$ cat src/rtl/cfgdec_pkg.sv
package cfgdec_pkg;

   localparam logic [15:0] CFG_ADDR_STRAP_LOW  = 16'h002e;
   localparam logic [15:0] CFG_ADDR_STRAP_HIGH = 16'h004e;
   localparam logic [7:0]  KEY_ENTER           = 8'h55;
   localparam logic [7:0]  KEY_EXIT            = 8'haa;
   localparam logic [7:0]  IDX_LDN             = 8'h07;
   localparam logic [7:0]  IDX_ADDR_LOW        = 8'h26;
   localparam logic [7:0]  IDX_ADDR_HIGH       = 8'h27;
   localparam logic [7:0]  IDX_GLOBAL_LAST     = 8'h2f;
   localparam logic [7:0]  IDX_ACTIVATE        = 8'h30;
   localparam logic [15:0] DATA_PORT_STEP      = 16'h0001;
   localparam logic [7:0]  LDN_RESET           = 8'h00;
   localparam logic [7:0]  INDEX_RESET         = 8'h00;
   localparam int          NUM_LDEV            = 16;

   typedef enum logic [0:0] {
      CFGDEC_RUN    = 1'b0,
      CFGDEC_CONFIG = 1'b1
   } cfgdec_state_t;

   // One host I/O cycle
   typedef struct packed {
      logic        wr;
      logic        rd;
      logic [15:0] addr;
      logic [7:0]  wdata;
   } cfgdec_io_t;

   // Write toward a configuration register
   typedef struct packed {
      logic       global_sel;
      logic [7:0] ldn;
      logic [7:0] index;
      logic [7:0] data;
   } cfgdec_reg_wr_t;

endpackage

$ cat src/rtl/cfgdec_top.sv
`timescale 1ns/100ps
`default_nettype none
module cfgdec_top #(
   parameter int NUM_LDEV = cfgdec_pkg::NUM_LDEV
) (
   input  wire logic                        ref_clk,
   input  wire logic                        rst_b,
   input  wire logic                        host_bus_reset_n,
   input  wire cfgdec_pkg::cfgdec_io_t      io,
   output logic [7:0]                       rdata,
   output logic                             rdata_valid,
   output cfgdec_pkg::cfgdec_reg_wr_t       reg_wr,
   output logic                             reg_wr_valid,
   input  wire logic [7:0]                  reg_rdata,
   input  wire logic                        gpio_in_pin,
   output logic                             gpio_in,
   output logic                             in_config,
   output logic [15:0]                      cfg_port_addr,
   output logic [NUM_LDEV-1:0]              ldev_active
);
   cfgdec_pkg::cfgdec_state_t state_reg;
   logic [7:0]  index_reg;
   logic [7:0]  ldn_reg;
   logic [7:0]  cfg_port_addr_low;
   logic [7:0]  cfg_port_addr_high;
   logic        strap_reg;
   logic        host_reset_sync;
   logic        strap_load;
   logic        strap_apply_reg;
   logic        soft_rst;
   logic        key_hit;
   logic        data_hit;
   logic        idx_wr;
   logic        data_wr;
   logic        data_rd;
   logic [15:0] port_base;
   logic [1:0]  gpio_sync_reg;

   // --------------------------------------------------------------
   // Strap capture
   // --------------------------------------------------------------
   cfgdec_strap cfgdec_strap_inst (
      .ref_clk          (ref_clk),
      .rst_b            (rst_b),
      .host_bus_reset_n (host_bus_reset_n),
      .strap_pin        (gpio_in_pin),
      .strap_reg        (strap_reg),
      .host_reset_sync  (host_reset_sync),
      .strap_load       (strap_load)
   );

   // Same pin feeds GPIO; strap only matters at reset
   always_ff @(posedge ref_clk) begin
      if (!rst_b) begin
         gpio_sync_reg <= 2'h0;
      end else begin
         gpio_sync_reg <= {gpio_sync_reg[0], gpio_in_pin};
      end
   end
   assign gpio_in = gpio_sync_reg[1];

   // --------------------------------------------------------------
   // Decode
   // --------------------------------------------------------------
   assign soft_rst  = host_reset_sync;
   assign port_base = {cfg_port_addr_high, cfg_port_addr_low};
   assign key_hit   = (io.addr == port_base);
   assign data_hit  = (io.addr == port_base + cfgdec_pkg::DATA_PORT_STEP);
   assign idx_wr    = io.wr & key_hit & (state_reg == cfgdec_pkg::CFGDEC_CONFIG);
   assign data_wr   = io.wr & data_hit & (state_reg == cfgdec_pkg::CFGDEC_CONFIG);
   assign data_rd   = io.rd & data_hit & (state_reg == cfgdec_pkg::CFGDEC_CONFIG);
   assign in_config = (state_reg == cfgdec_pkg::CFGDEC_CONFIG);
   assign cfg_port_addr = port_base;

   // --------------------------------------------------------------
   // State
   // --------------------------------------------------------------
   always_ff @(posedge ref_clk) begin
      if (!rst_b || soft_rst) begin
         state_reg <= cfgdec_pkg::CFGDEC_RUN;
      end else if (io.wr && key_hit) begin
         case (state_reg)
            cfgdec_pkg::CFGDEC_RUN: begin
               if (io.wdata == cfgdec_pkg::KEY_ENTER) begin
                  state_reg <= cfgdec_pkg::CFGDEC_CONFIG;
               end
            end
            cfgdec_pkg::CFGDEC_CONFIG: begin
               if (io.wdata == cfgdec_pkg::KEY_EXIT) begin
                  state_reg <= cfgdec_pkg::CFGDEC_RUN;
               end
            end
            default: state_reg <= cfgdec_pkg::CFGDEC_RUN;
         endcase
      end
   end

   // Index: exit key write also lands here but is harmless, state leaves config
   always_ff @(posedge ref_clk) begin
      if (!rst_b || soft_rst) begin
         index_reg <= cfgdec_pkg::INDEX_RESET;
      end else if (idx_wr) begin
         index_reg <= io.wdata;
      end
   end

   always_ff @(posedge ref_clk) begin
      if (!rst_b || soft_rst) begin
         ldn_reg <= cfgdec_pkg::LDN_RESET;
      end else if (data_wr && index_reg == cfgdec_pkg::IDX_LDN) begin
         ldn_reg <= io.wdata;
      end
   end

   // Strap value lands one edge after the load strobe, so apply it a cycle later
   always_ff @(posedge ref_clk) begin
      if (!rst_b) begin
         strap_apply_reg <= 1'b0;
      end else begin
         strap_apply_reg <= strap_load;
      end
   end

   // Port address: strap default, software relocation afterwards
   always_ff @(posedge ref_clk) begin
      if (!rst_b) begin
         cfg_port_addr_low  <= cfgdec_pkg::CFG_ADDR_STRAP_LOW[7:0];
         cfg_port_addr_high <= cfgdec_pkg::CFG_ADDR_STRAP_LOW[15:8];
      end else if (strap_apply_reg) begin
         cfg_port_addr_low  <= strap_reg ? cfgdec_pkg::CFG_ADDR_STRAP_HIGH[7:0]
                                         : cfgdec_pkg::CFG_ADDR_STRAP_LOW[7:0];
         cfg_port_addr_high <= strap_reg ? cfgdec_pkg::CFG_ADDR_STRAP_HIGH[15:8]
                                         : cfgdec_pkg::CFG_ADDR_STRAP_LOW[15:8];
      end else if (data_wr && index_reg == cfgdec_pkg::IDX_ADDR_LOW) begin
         cfg_port_addr_low <= io.wdata;
      end else if (data_wr && index_reg == cfgdec_pkg::IDX_ADDR_HIGH) begin
         cfg_port_addr_high <= io.wdata;
      end
   end

   // Activate bit per logical device
   genvar g;
   generate
      for (g = 0; g < NUM_LDEV; g++) begin : g_act
         always_ff @(posedge ref_clk) begin
            if (!rst_b || soft_rst) begin
               ldev_active[g] <= 1'b0;
            end else if (data_wr && index_reg == cfgdec_pkg::IDX_ACTIVATE && ldn_reg == 8'(g)) begin
               ldev_active[g] <= io.wdata[0];
            end
         end
      end
   endgenerate

   // --------------------------------------------------------------
   // Register write and read paths
   // --------------------------------------------------------------
   always_ff @(posedge ref_clk) begin
      if (!rst_b) begin
         reg_wr       <= '0;
         reg_wr_valid <= 1'b0;
      end else begin
         reg_wr_valid      <= data_wr;
         reg_wr.global_sel <= (index_reg <= cfgdec_pkg::IDX_GLOBAL_LAST);
         reg_wr.ldn        <= ldn_reg;
         reg_wr.index      <= index_reg;
         reg_wr.data       <= io.wdata;
      end
   end

   always_ff @(posedge ref_clk) begin
      if (!rst_b) begin
         rdata       <= 8'h00;
         rdata_valid <= 1'b0;
      end else begin
         rdata_valid <= data_rd;
         if (data_rd) begin
            case (index_reg)
               cfgdec_pkg::IDX_LDN:       rdata <= ldn_reg;
               cfgdec_pkg::IDX_ADDR_LOW:  rdata <= cfg_port_addr_low;
               cfgdec_pkg::IDX_ADDR_HIGH: rdata <= cfg_port_addr_high;
               cfgdec_pkg::IDX_ACTIVATE:  rdata <= {7'h00, ldev_active[ldn_reg[3:0]]};
               default:                   rdata <= reg_rdata;
            endcase
         end
      end
   end
endmodule
`default_nettype wire

$ cat src/rtl/cfgdec_strap.sv
`timescale 1ns/100ps
`default_nettype none
module cfgdec_strap (
   input  wire logic ref_clk,
   input  wire logic rst_b,
   input  wire logic host_bus_reset_n,
   input  wire logic strap_pin,
   output logic      strap_reg,
   output logic      host_reset_sync,
   output logic      strap_load
);
   logic [1:0] strap_sync_reg;
   logic [1:0] hrst_sync_reg;
   logic       hrst_prev_reg;
   logic       first_reg;

   // --------------------------------------------------------------
   // Synchronisers
   // --------------------------------------------------------------
   always_ff @(posedge ref_clk) begin
      if (!rst_b) begin
         hrst_sync_reg <= 2'h3;
      end else begin
         hrst_sync_reg <= {hrst_sync_reg[0], host_bus_reset_n};
      end
   end

   // Runs through reset so the power-on load sees the real pin level
   always_ff @(posedge ref_clk) begin
      strap_sync_reg <= {strap_sync_reg[0], strap_pin};
   end

   always_ff @(posedge ref_clk) begin
      if (!rst_b) begin
         hrst_prev_reg <= 1'b1;
         first_reg     <= 1'b1;
      end else begin
         hrst_prev_reg <= hrst_sync_reg[1];
         first_reg     <= 1'b0;
      end
   end

   // Power-on load on the first edge after release, else falling edge of host reset
   assign strap_load      = first_reg | (hrst_prev_reg & ~hrst_sync_reg[1]);
   assign host_reset_sync = ~hrst_sync_reg[1];

   always_ff @(posedge ref_clk) begin
      if (!rst_b) begin
         strap_reg <= 1'b0;
      end else if (strap_load) begin
         strap_reg <= strap_sync_reg[1];
      end
   end
endmodule
`default_nettype wire

$ cat config.mk
export PLATFORM = sky130hd
export DESIGN_NAME = cfgdec_top
export DESIGN_NICKNAME = d
export VERILOG_FILES = /design/src/rtl/cfgdec_pkg.sv /design/src/rtl/cfgdec_top.sv /design/src/rtl/cfgdec_strap.sv
export SDC_FILE = /design/constraint.sdc
export NUM_CORES = 1
export LEC_CHECK = 0
export BUFFER_PORTS_ARGS = -buffer_cell sky130_fd_sc_hd__buf_2
export CAP_MARGIN = 0
export CORE_ASPECT_RATIO = 2
export CORE_MARGIN = 3
export CORE_UTILIZATION = 54
export DETAILED_ROUTE_END_ITERATION = 6
export PLACE_DENSITY = 0.87
export SLEW_MARGIN = 20
export SYNTH_ARGS = -nofsm -noshare
export SYNTH_HDL_FRONTEND = slang
export SYNTH_HIERARCHICAL = 1
export SYNTH_SLANG_ARGS = --single-unit
$ cat constraint.sdc
create_clock -name ref_clk -period 3.3 [get_ports ref_clk]
set_clock_uncertainty 0.05 [all_clocks]
set_input_delay 0.33 -clock ref_clk [delete_from_list [all_inputs] [get_ports ref_clk]]
set_output_delay 0.33 -clock ref_clk [all_outputs]
set_load 0.01 [all_outputs]
After elaboration in Yosys (flattened, before gate mapping)

Index checks and enable logic that the tools add are counted.

Register bits after elaboration: 94
Input bits: 38
Logic and storage cells: 110
Output and inout port bits: 69

Bitwise logic cells: 12
Equal/unequal tests: 23
Muxes and demuxes: 10
$add $sub $neg: 1
Reductions and logical operators: 27
Order comparisons: 2

Operators by type and width:

| kind                                                                   | number |
|---|---|
| 8-bit by 4-bit == test with 1-bit output (second input constant)       | 8 |
| 8-bit by 3-bit == test with 1-bit output (second input constant)       | 5 |
| 16-bit == test                                                         | 2 |
| 8-bit one-hot mux with 4 select lines                                  | 1 |
| 8-bit by 6-bit == test with 1-bit output (second input constant)       | 3 |
| 1-bit logical AND                                                      | 21 |
| 16-bit by 1-bit adder with 16-bit output (second input constant)       | 1 |
| 8-bit by 2-bit == test with 1-bit output (second input constant)       | 2 |
| 8-bit two-way mux                                                      | 2 |
| 8-bit by 1-bit == test with 1-bit output (second input constant)       | 1 |
| 8-bit by 7-bit == test with 1-bit output (second input constant)       | 1 |
| 8-bit == test (second input constant)                                  | 1 |
| 8-bit by 6-bit <= comparator with 1-bit output (second input constant) | 1 |
| 8-bit zero test                                                        | 1 |
| 1-bit bitwise AND                                                      | 7 |
| 7-bit two-way mux                                                      | 1 |
| 4-bit by 5-bit < comparator with 1-bit output (second input constant)  | 1 |
| 1-bit binary-select mux with 4-bit select                              | 1 |
| 1-bit two-way mux                                                      | 4 |
| 1-bit NOT                                                              | 4 |
| 1-bit one-hot mux with 2 select lines                                  | 1 |
| 2-bit AND reduction                                                    | 1 |
| 2-bit nonzero test                                                     | 1 |
| 2-bit OR reduction                                                     | 1 |
| 3 further kinds                                                        | 3 |

Logic depth before layout (Yosys ltp)

Gate-level depths: netlist of the first run.

Word-level depth: 7
Mapped depth: 9
Gate-level depth less buffers: 7

Hierarchy

The synthesis of the first run kept the hierarchy.

By module, submodules not included:

| module       | area each (µm²) | sequential area each (µm²) | instances | cells each |
|---|---|---|---|---|
| cfgdec_top   | 4585.6          | 1741.7                     | 1         | 511 |
| cfgdec_strap | 188.9           | 140.1                      | 1         | 16 |

Worst setup path after synthesis of the first run

Ideal clock, no wire load.

Path type: flip-flop to flip-flop
From: reg cfg_port_addr_low[1]
To: reg ldn_reg[0]
Clock period less this slack: 2.699 ns
Arrival time: 2.577 ns
Path slack: 0.601 ns
Buffers on the path: 0
Library setup time: 0.072 ns
Cell stages (with the launch flop): 8
Data required time: 3.178 ns
Cells stage by stage: dfxtp_1 -> ha_1 -> nand3_1 -> or3_4 -> a2111oi_4 -> o32ai_2 -> nor4_4 -> mux2i_1

Cells in the longest elaborated chain, start to end: 5

RTL lines:

| element                                  | line              | text |
|---|---|---|
| from (decl)                              | cfgdec_top.sv:24  | `logic [7:0] cfg_port_addr_low;` |
| from (signal assigned)                   | cfgdec_top.sv:127 | `cfg_port_addr_low <= cfgdec_pkg::CFG_ADDR_STRAP_LOW[7:0];` |
| from (signal assigned)                   | cfgdec_top.sv:130 | `cfg_port_addr_low <= strap_reg ? cfgdec_pkg::CFG_ADDR_STRAP_HIGH[7:0]` |
| from (signal assigned)                   | cfgdec_top.sv:135 | `cfg_port_addr_low <= io.wdata;` |
| 16-bit by 1-bit adder with 16-bit output | cfgdec_top.sv:68  | `assign data_hit = (io.addr == port_base + cfgdec_pkg::DATA_PORT_STEP);` |
| 16-bit == test                           | cfgdec_top.sv:68  |  |
| 1-bit bitwise AND (2 in a row)           | cfgdec_top.sv:70  | `assign data_wr = io.wr & data_hit & (state_reg == cfgdec_pkg::CFGDEC_CONFIG);` |
| 1-bit logical AND                        | cfgdec_top.sv:110 | `end else if (data_wr && index_reg == cfgdec_pkg::IDX_LDN) begin` |
| to (signal assigned)                     | cfgdec_top.sv:109 | `ldn_reg <= cfgdec_pkg::LDN_RESET;` |
| to (signal assigned)                     | cfgdec_top.sv:111 | `ldn_reg <= io.wdata;` |
| to (decl)                                | cfgdec_top.sv:23  | `logic [7:0] ldn_reg;` |

No other way between the ends.
A chain may end at the register's enable or synchronous reset.

Final worst setup path of the first run

From: reg cfg_port_addr_low[1]
To: reg cfg_port_addr_high[5]

Cells in the longest elaborated chain, start to end: 7
Elaborated cells on any way between the ends: 8
Classes of those cells: add/sub: 1; eq/ne: 1; bitwise: 3; reduce/logical: 3

RTL lines:

| element                                    | line              | text |
|---|---|---|
| 16-bit by 1-bit adder with 16-bit output * | cfgdec_top.sv:68  |  |
| 16-bit == test *                           | cfgdec_top.sv:68  |  |
| 1-bit bitwise AND * (2 in a row)           | cfgdec_top.sv:70  |  |
| 1-bit logical AND                          | cfgdec_top.sv:134 | `end else if (data_wr && index_reg == cfgdec_pkg::IDX_ADDR_LOW) begin` |
| 1-bit NOT (no line)                        | -                 |  |
| 2-bit AND reduction (no line) *            | -                 |  |
| to (signal assigned)                       | cfgdec_top.sv:128 | `cfg_port_addr_high <= cfgdec_pkg::CFG_ADDR_STRAP_LOW[15:8];` |
| to (signal assigned)                       | cfgdec_top.sv:132 | `cfg_port_addr_high <= strap_reg ? cfgdec_pkg::CFG_ADDR_STRAP_HIGH[15:8]` |
| to (signal assigned)                       | cfgdec_top.sv:137 | `cfg_port_addr_high <= io.wdata;` |
| to (decl)                                  | cfgdec_top.sv:25  | `logic [7:0] cfg_port_addr_high;` |

Mark *: on every way between the ends. The rest lies on a longest branch, timed or not.

==> flow_summary.html, run 1 <==
<table>
<tr><th>Metric</th><th>Value</th></tr>
<tr><th colspan="2">Floorplan</th></tr>
<tr><td>Count of boundary I/O pins</td><td>107</td></tr>
<tr><td>Placeable core area</td><td>~8500 µm²</td></tr>
<tr><td>Die Footprint</td><td>about 10000 µm²</td></tr>
<tr><td>Standard-cell rows</td><td>47</td></tr>
<tr><td>Initial Utilization</td><td>56.38%</td></tr>
<tr><td>Die Wd</td><td>72.49 µm</td></tr>
<tr><td>Chip height</td><td>139.0 µm</td></tr>
<tr><th colspan="2">Clocking</th></tr>
<tr><td>Clock latency of the later-clocked register in the worst-skew pair</td><td>0.35 ns</td></tr>
<tr><td>Total of cells resized after clock tree synthesis</td><td>0</td></tr>
<tr><td>Clock sinks</td><td>94</td></tr>
<tr><td>Number of buffers on the longest clock path</td><td>2</td></tr>
<tr><td>Master cell of the clock root buffer</td><td>sky130_fd_sc_hd__clkbuf_16</td></tr>
<tr><td>Clock tree from TritonCTS</td><td>yes</td></tr>
<tr><td>Htree depth</td><td>3</td></tr>
<tr><td>TritonCTS buffer count</td><td>9</td></tr>
<tr><td>Number of buffers added for setup after CTS</td><td>0</td></tr>
<tr><td>Clock-pin transition on the worst setup and hold timing paths</td><td>0.07 ns</td></tr>
<tr><td>Hold-fix buffers at CTS</td><td>0</td></tr>
<tr><th colspan="2">Final layout</th></tr>
<tr><td>Synth-to-layout area growth</td><td>19.65%</td></tr>
<tr><td>Register ranked first by flip-flop count</td><td>reg_wr</td></tr>
<tr><td>Count of antenna diodes in the layout</td><td>0</td></tr>
<tr><td>Fill cells</td><td>661</td></tr>
<tr><td>Net count reported at finish</td><td>660</td></tr>
<tr><td>Largest register FFs</td><td>25</td></tr>
<tr><td>Storage element area</td><td>1882 µm²</td></tr>
<tr><td>Share of cells above drive strength 1</td><td>around 27%</td></tr>
<tr><td>Non-filler cells, final</td><td>724</td></tr>
<tr><td>Top flop regs</td><td>reg_wr x25, ldev_active x16</td></tr>
<tr><td>Total area of multi-input combinational cells</td><td>about 2700 µm²</td></tr>
<tr><th colspan="2">Global routing</th></tr>
<tr><td>Pin count of the biggest net entering global routing</td><td>40</td></tr>
<tr><td>Met2 routing resource usage after global routing</td><td>49.93%</td></tr>
<tr><td>Global-route wire length before repair</td><td>22310 µm</td></tr>
<tr><td>GR Overflow Total</td><td>0</td></tr>
<tr><td>Number of antenna violations at the first check in global routing</td><td>0</td></tr>
<tr><td>Fraction of met3 tracks used by global routing</td><td>5.298%</td></tr>
<tr><td>Global route hottest layer</td><td>met2</td></tr>
<tr><td>Via count of the first global-routing pass</td><td>4491</td></tr>
<tr><td>Global router's overall resource usage</td><td>~28%</td></tr>
<tr><td>Met1 track utilization from global routing</td><td>28.76%</td></tr>
<tr><th colspan="2">Synthesis</th></tr>
<tr><td>Number of register bits inferred by synthesis</td><td>94</td></tr>
<tr><td>Cell Area, Synth</td><td>4775 µm²</td></tr>
<tr><td>Synthesis warning total</td><td>6</td></tr>
<tr><td>Gate Count Post-Synth</td><td>527</td></tr>
<tr><td>Primary FF master, synth</td><td>sky130_fd_sc_hd__dfxtp_1</td></tr>
<tr><td>Post-synth EDFFs</td><td>0</td></tr>
<tr><td>Synth cell types</td><td>58</td></tr>
<tr><td>Share of async-settable or async-resettable flops after synthesis</td><td>0%</td></tr>
<tr><td>Nets in the synthesized netlist</td><td>566</td></tr>
<tr><td>Sequential share of the synthesized area</td><td>39.41%</td></tr>
<tr><td>Mapped Avg Cell Area</td><td>9.060 µm²</td></tr>
<tr><th colspan="2">STA</th></tr>
<tr><td>Final period util</td><td>91.37%</td></tr>
<tr><td>Maximum clock frequency</td><td>331.6 MHz</td></tr>
<tr><td>Number of setup violations in the final report</td><td>0</td></tr>
<tr><td>Final worst-path setup slack</td><td>roughly 0.28 ns</td></tr>
<tr><td>Sum Neg Setup Slack</td><td>0 ns</td></tr>
<tr><td>Final Hold Fails</td><td>0</td></tr>
<tr><td>Minimum clock period after layout</td><td>roughly 3.0 ns</td></tr>
<tr><td>Slew at the pin with the worst max-slew slack</td><td>0.6794 ns</td></tr>
<tr><td>Worst hold margin</td><td>~0.044 ns</td></tr>
<tr><td>Relative slew slack</td><td>54.37%</td></tr>
<tr><td>Final Max Tran Viols</td><td>0</td></tr>
<tr><td>Setup repair after global routing missed its margin</td><td>false</td></tr>
<tr><th colspan="2">Drt</th></tr>
<tr><td>Vias per cell</td><td>6.278</td></tr>
<tr><td>Via count</td><td>4545</td></tr>
<tr><td>DRC violations left</td><td>0</td></tr>
<tr><td>Number of search-and-repair iterations in the first detailed-routing pass</td><td>5</td></tr>
<tr><td>Total detailed-routing wirelength</td><td>~14000 µm</td></tr>
<tr><td>Wirelength per Cell</td><td>19.76 µm</td></tr>
<tr><td>Initial DRC Count</td><td>347</td></tr>
<tr><td>Count of nets left with antenna violations after detail routing</td><td>0</td></tr>
<tr><th colspan="2">Setup path</th></tr>
<tr><td>Worst-path maximum fanout</td><td>8</td></tr>
<tr><td>Critical Path Start</td><td>cfg_port_addr_low[1]</td></tr>
<tr><td>Critical register-to-register path startpoint</td><td>cfg_port_addr_low[1]</td></tr>
<tr><td>Kind of capture point of the worst setup path</td><td>flop</td></tr>
<tr><td>Chain of cells forming the critical path</td><td>ha_1 &gt; nand3_1 &gt; or3_4 &gt; a2111oi_4 &gt; o32ai_2 &gt; nor4_4 &gt; mux2i_1</td></tr>
<tr><td>Stage delay of the slowest cell on the critical path</td><td>roughly 0.65 ns</td></tr>
<tr><td>Arrival time at the worst endpoint</td><td>around 3.2 ns</td></tr>
<tr><td>Required @ worst endpoint</td><td>about 3.5 ns</td></tr>
<tr><td>CP Launch Type</td><td>flop</td></tr>
<tr><td>Critical path start-end classification</td><td>reg2reg</td></tr>
<tr><td>Cell with the largest stage delay on the worst path</td><td>sky130_fd_sc_hd__nor4_4</td></tr>
<tr><th colspan="2">Min path</th></tr>
<tr><td>Hold/Removal Path Class</td><td>in2reg</td></tr>
<tr><td>Hold path startpoint</td><td>gpio_in_pin</td></tr>
<tr><th colspan="2">Pwr</th></tr>
<tr><td>Total design power</td><td>approximately 2.4 mW</td></tr>
<tr><td>Maximum resistive drop on vdd</td><td>0.3571 mV</td></tr>
<tr><td>Static leakage</td><td>between 2 and 2.5 nW</td></tr>
<tr><td>Power density over the cells</td><td>between 400 and 500 nW/µm²</td></tr>
<tr><th colspan="2">Placement</th></tr>
<tr><td>Post-DP HPWL</td><td>10530 µm</td></tr>
<tr><td>Number of placed cells counting well taps</td><td>708</td></tr>
<tr><td>Final GP Congestion</td><td>0.9364</td></tr>
<tr><td>Setup slack after placement</td><td>0.3167 ns</td></tr>
<tr><td>Number of I/O port buffers</td><td>approximately 110</td></tr>
<tr><th colspan="2">Run status</th></tr>
<tr><td>Result of the run</td><td>finished, final reports clean</td></tr>
<tr><th colspan="2">Run</th></tr>
<tr><td>Number of max-capacitance violations reported</td><td>0</td></tr>
</table>
[final cells by class]
cell class	instances	area share, %
clock buffers	9	3.942
flip-flops and latches	94	32.94
well taps	98	2.146
multi-input cells	373	46.69
clock inverters	7	1.358
repair buffers	121	11.48
inverters	22	1.445
[cells by family after synthesis]
family | count (synthesis) | synth area share, %
and+or+nand+nor | 224 | 26.34
DFF | 94 | 39.41
AOI/OAI and AO/OA | 70 | 11.40
buffers and inverters | 60 | 5.005
muxes | 55 | 13.05
xor gates and xnor gates | 23 | 4.533
adders and majority gates | 1 | 0.2620
[critical path: cells and delay by family, from the launching register on]
family          cells  cell delay, ns
simple gates        3            1.23
fa+ha+maj           1            0.29
flops               1            0.48
compound gates      2            0.61
mux                 1            0.28
[power breakdown]
part	total [mW]	switching [mW]	internal [mW]	leakage, nW
sequential	1.15	0.00688	1.15	0.763
clock	1.03	0.491	0.538	0.150
combinational	0.168	0.106	0.0612	1.57
total	2.35	0.605	1.75	2.48
[metal layers]
metal	routed length (µm)	up-vias
met5	0	-
met4	985	0
met3	974	78
met2	7558	288
met1	4785	2091
li1	-	2088
[cells in the mapped netlist (6+ instances only)]
library cell                count  area share, %
sky130_fd_sc_hd__inv_1         21            1.7
sky130_fd_sc_hd__a31o_2        11            2.0
sky130_fd_sc_hd__nand2_1       63            5.0
sky130_fd_sc_hd__and4_1         7            1.3
sky130_fd_sc_hd__xnor2_1       11            2.0
sky130_fd_sc_hd__nand2b_1       6           0.79
sky130_fd_sc_hd__nor3_1        10            1.0
sky130_fd_sc_hd__dfxtp_1       94             39
sky130_fd_sc_hd__a22oi_1        8            1.3
sky130_fd_sc_hd__o2bb2ai_1      7            1.3
sky130_fd_sc_hd__xor2_1        11            2.0
sky130_fd_sc_hd__clkbuf_1      26            2.0
sky130_fd_sc_hd__buf_2         11            1.2
sky130_fd_sc_hd__nor2_1        27            2.1
sky130_fd_sc_hd__and2_1        27            3.5
sky130_fd_sc_hd__mux2_2         8            1.9
sky130_fd_sc_hd__nand3_1        7           0.73
sky130_fd_sc_hd__a21oi_1       13            1.4
sky130_fd_sc_hd__nand4_1       37            4.8
sky130_fd_sc_hd__mux2i_1       42            8.8
[metrics by stage]
stage	instance area, µm²	utilization (%)
3_3_place_gp	5410	63.89
4_1_cts	5713	67.46
5_1_grt	5713	67.46
6_report	5713	67.46
3_5_place_dp	5410	63.89
2_1_floorplan	4775	-
[placed cells by master (no fill, tap or decap), types with 11 or more instances in the layout]
cell type,n
sky130_fd_sc_hd__xnor2_1,11
sky130_fd_sc_hd__dfxtp_1,94
sky130_fd_sc_hd__a21oi_1,13
sky130_fd_sc_hd__mux2i_1,42
sky130_fd_sc_hd__buf_4,14
sky130_fd_sc_hd__buf_2,106
sky130_fd_sc_hd__xor2_1,11
sky130_fd_sc_hd__nand4_1,37
sky130_fd_sc_hd__inv_1,21
sky130_fd_sc_hd__nand2_1,63
sky130_fd_sc_hd__a31o_2,11
sky130_fd_sc_hd__and2_1,27
sky130_fd_sc_hd__nor2_1,27
[path summary, 6_finish.rpt]
kind,slack [ns],end,cells past startpoint
setup / recovery,0.28,cfg_port_addr_high[5],7
hold / removal,0.04,cfgdec_strap_inst/strap_sync_reg[0],1
hold reg to reg,0.29,cfgdec_strap_inst/strap_sync_reg[1],0
setup reg to reg,0.28,cfg_port_addr_high[5],7
Note: power is estimated with default switching activity, not from simulation.
==> inputs of run 2 (changes only) <==
--- a/config.mk
+++ b/config.mk
@@ -5,8 +5,9 @@
 export SDC_FILE = /design/constraint.sdc
 export NUM_CORES = 1
 export LEC_CHECK = 0
-export BUFFER_PORTS_ARGS = -buffer_cell sky130_fd_sc_hd__buf_2
-export CAP_MARGIN = 0
+export ABC_CLOCK_PERIOD_IN_PS = 3300
+export BUFFER_PORTS_ARGS = -buffer_cell sky130_fd_sc_hd__clkbuf_2
+export CAP_MARGIN = 20
 export CORE_ASPECT_RATIO = 2
 export CORE_MARGIN = 3
 export CORE_UTILIZATION = 54
==> flow_summary.html, run 2 (synthesis results as in run 1) <==
<table>
<tr><th>Metric</th><th>Value</th></tr>
<tr><th colspan="2">STA</th></tr>
<tr><td>Maximum clock frequency</td><td>332.4 MHz (was 331.6 MHz)</td></tr>
<tr><td>Final worst-path setup slack</td><td>0.2918 ns (was 0.2847 ns)</td></tr>
<tr><td>Setup repair after global routing missed its margin</td><td>false (unchanged)</td></tr>
<tr><td>Final period util</td><td>91.16% (was 91.37%)</td></tr>
<tr><td>Relative slew slack</td><td>55.36% (was 54.37%)</td></tr>
<tr><td>Worst hold margin</td><td>0.04320 ns (was 0.04375 ns)</td></tr>
<tr><td>Final Hold Fails</td><td>0 (unchanged)</td></tr>
<tr><td>Minimum clock period after layout</td><td>3.008 ns (was 3.015 ns)</td></tr>
<tr><td>Sum Neg Setup Slack</td><td>0 ns (unchanged)</td></tr>
<tr><td>Slew at the pin with the worst max-slew slack</td><td>0.6646 ns (was 0.6794 ns)</td></tr>
<tr><td>Number of setup violations in the final report</td><td>0 (unchanged)</td></tr>
<tr><td>Final Max Tran Viols</td><td>0 (unchanged)</td></tr>
<tr><th colspan="2">Floorplan</th></tr>
<tr><td>Die Footprint</td><td>10070 µm² (unchanged)</td></tr>
<tr><td>Standard-cell rows</td><td>47 (unchanged)</td></tr>
<tr><td>Count of boundary I/O pins</td><td>107 (unchanged)</td></tr>
<tr><td>Die Wd</td><td>72.49 µm (unchanged)</td></tr>
<tr><td>Initial Utilization</td><td>56.38% (unchanged)</td></tr>
<tr><td>Chip height</td><td>139.0 µm (unchanged)</td></tr>
<tr><td>Placeable core area</td><td>8468 µm² (unchanged)</td></tr>
<tr><th colspan="2">Pwr</th></tr>
<tr><td>Maximum resistive drop on vdd</td><td>0.3952 mV (was 0.3571 mV)</td></tr>
<tr><td>Power density over the cells</td><td>410.7 nW/µm² (was 411.5 nW/µm²)</td></tr>
<tr><td>Static leakage</td><td>2.439 nW (was 2.483 nW)</td></tr>
<tr><th colspan="2">Min path</th></tr>
<tr><td>Hold/Removal Path Class</td><td>in2reg (unchanged)</td></tr>
<tr><td>Hold path startpoint</td><td>gpio_in_pin (unchanged)</td></tr>
<tr><td>Worst Hold Endpoint</td><td>cfgdec_strap_inst/strap_sync_reg[0] (unchanged)</td></tr>
<tr><td>Depth of the worst hold-timing path</td><td>1 (unchanged)</td></tr>
<tr><th colspan="2">Setup path</th></tr>
<tr><td>Cell with the largest stage delay on the worst path</td><td>sky130_fd_sc_hd__nor4_4 (unchanged)</td></tr>
<tr><td>Chain of cells forming the critical path</td><td>ha_1 &gt; nand3_1 &gt; or3_4 &gt; a2111oi_4 &gt; o32ai_2 &gt; nor4_4 &gt; mux2i_1 (unchanged)</td></tr>
<tr><td>Reg2Reg Capture Point</td><td>cfg_port_addr_high[1] (was cfg_port_addr_high[5])</td></tr>
<tr><td>Required @ worst endpoint</td><td>3.53 ns (was 3.52 ns)</td></tr>
<tr><td>Worst reg2reg setup slack</td><td>0.29 ns (was 0.28 ns)</td></tr>
<tr><td>Number of cell instances on the worst register-to-register path</td><td>7 (unchanged)</td></tr>
<tr><td>CP Launch Type</td><td>flop (unchanged)</td></tr>
<tr><td>Critical register-to-register path startpoint</td><td>cfg_port_addr_low[0] (was cfg_port_addr_low[1])</td></tr>
<tr><td>Critical path start-end classification</td><td>reg2reg (unchanged)</td></tr>
<tr><td>Worst-path maximum fanout</td><td>8 (unchanged)</td></tr>
<tr><td>Arrival time at the worst endpoint</td><td>3.24 ns (was 3.23 ns)</td></tr>
<tr><td>Stage delay of the slowest cell on the critical path</td><td>0.65 ns (about the same)</td></tr>
<tr><td>Kind of capture point of the worst setup path</td><td>flop (unchanged)</td></tr>
<tr><th colspan="2">Clocking</th></tr>
<tr><td>TritonCTS buffer count</td><td>9 (unchanged)</td></tr>
<tr><td>Hold-fix buffers at CTS</td><td>0 (unchanged)</td></tr>
<tr><td>Total of cells resized after clock tree synthesis</td><td>0 (unchanged)</td></tr>
<tr><td>Htree depth</td><td>3 (unchanged)</td></tr>
<tr><td>Clock tree from TritonCTS</td><td>yes (unchanged)</td></tr>
<tr><td>Clock sinks</td><td>94 (unchanged)</td></tr>
<tr><td>Clock-pin transition on the worst setup and hold timing paths</td><td>0.07 ns (about the same)</td></tr>
<tr><td>Number of buffers on the longest clock path</td><td>2 (unchanged)</td></tr>
<tr><td>Master cell of the clock root buffer</td><td>sky130_fd_sc_hd__clkbuf_16 (unchanged)</td></tr>
<tr><td>Clock latency of the later-clocked register in the worst-skew pair</td><td>0.35 ns (about the same)</td></tr>
<tr><td>Number of buffers added for setup after CTS</td><td>0 (unchanged)</td></tr>
<tr><th colspan="2">Placement</th></tr>
<tr><td>Number of placed cells counting well taps</td><td>708 (unchanged)</td></tr>
<tr><td>Final GP Congestion</td><td>0.9369 (was 0.9364)</td></tr>
<tr><td>Setup slack after placement</td><td>0.3332 ns (was 0.3167 ns)</td></tr>
<tr><td>Number of I/O port buffers</td><td>106 (unchanged)</td></tr>
<tr><td>Post-DP HPWL</td><td>10350 µm (was 10530 µm)</td></tr>
<tr><td>Placed inst area</td><td>5410 µm² (unchanged)</td></tr>
<tr><th colspan="2">Run status</th></tr>
<tr><td>Result of the run</td><td>finished, final reports clean (unchanged)</td></tr>
<tr><th colspan="2">Global routing</th></tr>
<tr><td>Global router's overall resource usage</td><td>28.03% (was 28.43%)</td></tr>
<tr><td>Via count of the first global-routing pass</td><td>4460 (was 4491)</td></tr>
<tr><td>Global-route wire length before repair</td><td>21960 µm (was 22310 µm)</td></tr>
<tr><td>Pin count of the biggest net entering global routing</td><td>46 (was 40)</td></tr>
<tr><td>GR Overflow Total</td><td>0 (unchanged)</td></tr>
<tr><td>Number of antenna violations at the first check in global routing</td><td>0 (unchanged)</td></tr>
<tr><th colspan="2">Final layout</th></tr>
<tr><td>Non-filler cells, final</td><td>724 (unchanged)</td></tr>
<tr><td>Leading cell type in the layout, fill and taps excluded</td><td>sky130_fd_sc_hd__clkbuf_2 (was sky130_fd_sc_hd__buf_2)</td></tr>
<tr><td>Synth-to-layout area growth</td><td>19.60% (was 19.65%)</td></tr>
<tr><td>Largest register FFs</td><td>25 (unchanged)</td></tr>
<tr><td>Share of cells above drive strength 1</td><td>27.32% (unchanged)</td></tr>
<tr><td>Register ranked first by flip-flop count</td><td>reg_wr (unchanged)</td></tr>
<tr><td>Count of antenna diodes in the layout</td><td>0 (unchanged)</td></tr>
<tr><td>Top flop regs</td><td>reg_wr x25, ldev_active x16 (unchanged)</td></tr>
<tr><td>Finished layout cell area</td><td>5710 µm² (was 5713 µm²)</td></tr>
<tr><td>Net count reported at finish</td><td>660 (unchanged)</td></tr>
<tr><td>Leading cell types in the layout, fill and taps excluded</td><td>sky130_fd_sc_hd__clkbuf_2 (106), sky130_fd_sc_hd__dfxtp_1 (94), sky130_fd_sc_hd__nand2_1 (63) (was sky130_fd_sc_hd__buf_2 (106), sky130_fd_sc_hd__dfxtp_1 (94), sky130_fd_sc_hd__nand2_1 (63))</td></tr>
<tr><th colspan="2">Drt</th></tr>
<tr><td>DRC violations left</td><td>0 (unchanged)</td></tr>
<tr><td>Vias per cell</td><td>6.278 (unchanged)</td></tr>
<tr><td>Count of nets left with antenna violations after detail routing</td><td>0 (unchanged)</td></tr>
<tr><td>Wirelength per Cell</td><td>19.24 µm (was 19.76 µm)</td></tr>
<tr><td>Total detailed-routing wirelength</td><td>13930 µm (was 14300 µm)</td></tr>
<tr><td>Number of search-and-repair iterations in the first detailed-routing pass</td><td>5 (unchanged)</td></tr>
<tr><td>Initial DRC Count</td><td>395 (was 347)</td></tr>
<tr><td>Via count</td><td>4545 (unchanged)</td></tr>
<tr><th colspan="2">Run</th></tr>
<tr><td>Number of max-capacitance violations reported</td><td>0 (unchanged)</td></tr>
</table>
## run 2: changes by cell type in the layout (fill, tap and decap cells not counted)
cell	previous run	this run
sky130_fd_sc_hd__buf_2	106	0
sky130_fd_sc_hd__clkbuf_2	0	106
sky130_fd_sc_hd__inv_6	2	3
sky130_fd_sc_hd__inv_8	2	1
## run 2: how the worst max path moves through the flow
stage / start / to / cells after the start
finish: cfg_port_addr_low[0] / cfg_port_addr_high[1] / 7
global route: cfg_port_addr_low[0] / cfg_port_addr_high[7] / 7
CTS: cfg_port_addr_low[1] / cfg_port_addr_high[6] / 7
detailed placement: cfg_port_addr_low[1] / cfg_port_addr_high[6] / 7
global placement: cfg_port_addr_low[1] / cfg_port_addr_high[1] / 7
floorplan: cfg_port_addr_low[1] / ldn_reg[0] / 7
## run 2: final cells by class
| cell class | instances | area (µm²) |
|---|---|---|
| tap | 98 | 122.6 |
| clock buffer | 9 | 225.2 |
| clock inverter | 7 | 75.07 |
| timing repair buffer | 121 | 655.6 |
| inverter | 22 | 82.58 |
| sequential | 94 | 1882 |
| multi-input combinational | 373 | 2668 |
| fill | 679 | 2758 |
## run 2: critical path, delay by kind of cell (launching register included)
kind | cells | cell delay, ns
simple gates | 3 | 1.22
flops | 1 | 0.50
fa+ha+maj | 1 | 0.28
mux | 1 | 0.27
compound gates | 2 | 0.62
## run 2: routing by layer
metal / GRT usage (%) / vias to the layer above / share of wire, %
met2: 51.42 / 226 / 55
met1: 28.26 / 2169 / 34
met4: 16.54 / 0 / 5.4
li1: - / 2091 / -
met5: 0 / - / 0
met3: 4.790 / 59 / 5.9
## run 2: per-stage QoR
stage          power (mW)  util [%]
6_report            2.345     67.44
3_3_place_gp        1.340     63.89
5_1_grt             2.416     67.44
3_5_place_dp        1.345     63.89
2_1_floorplan       1.270         -
4_1_cts             2.357     67.44
## run 2: report_power, final
part | internal (mW) | leakage [nW] | switching (mW) | total, mW
clock network | 0.536 | 0.148 | 0.487 | 1.02
registers | 1.15 | 0.763 | 0.00682 | 1.15
logic | 0.0618 | 1.53 | 0.107 | 0.169
total | 1.74 | 2.44 | 0.601 | 2.35
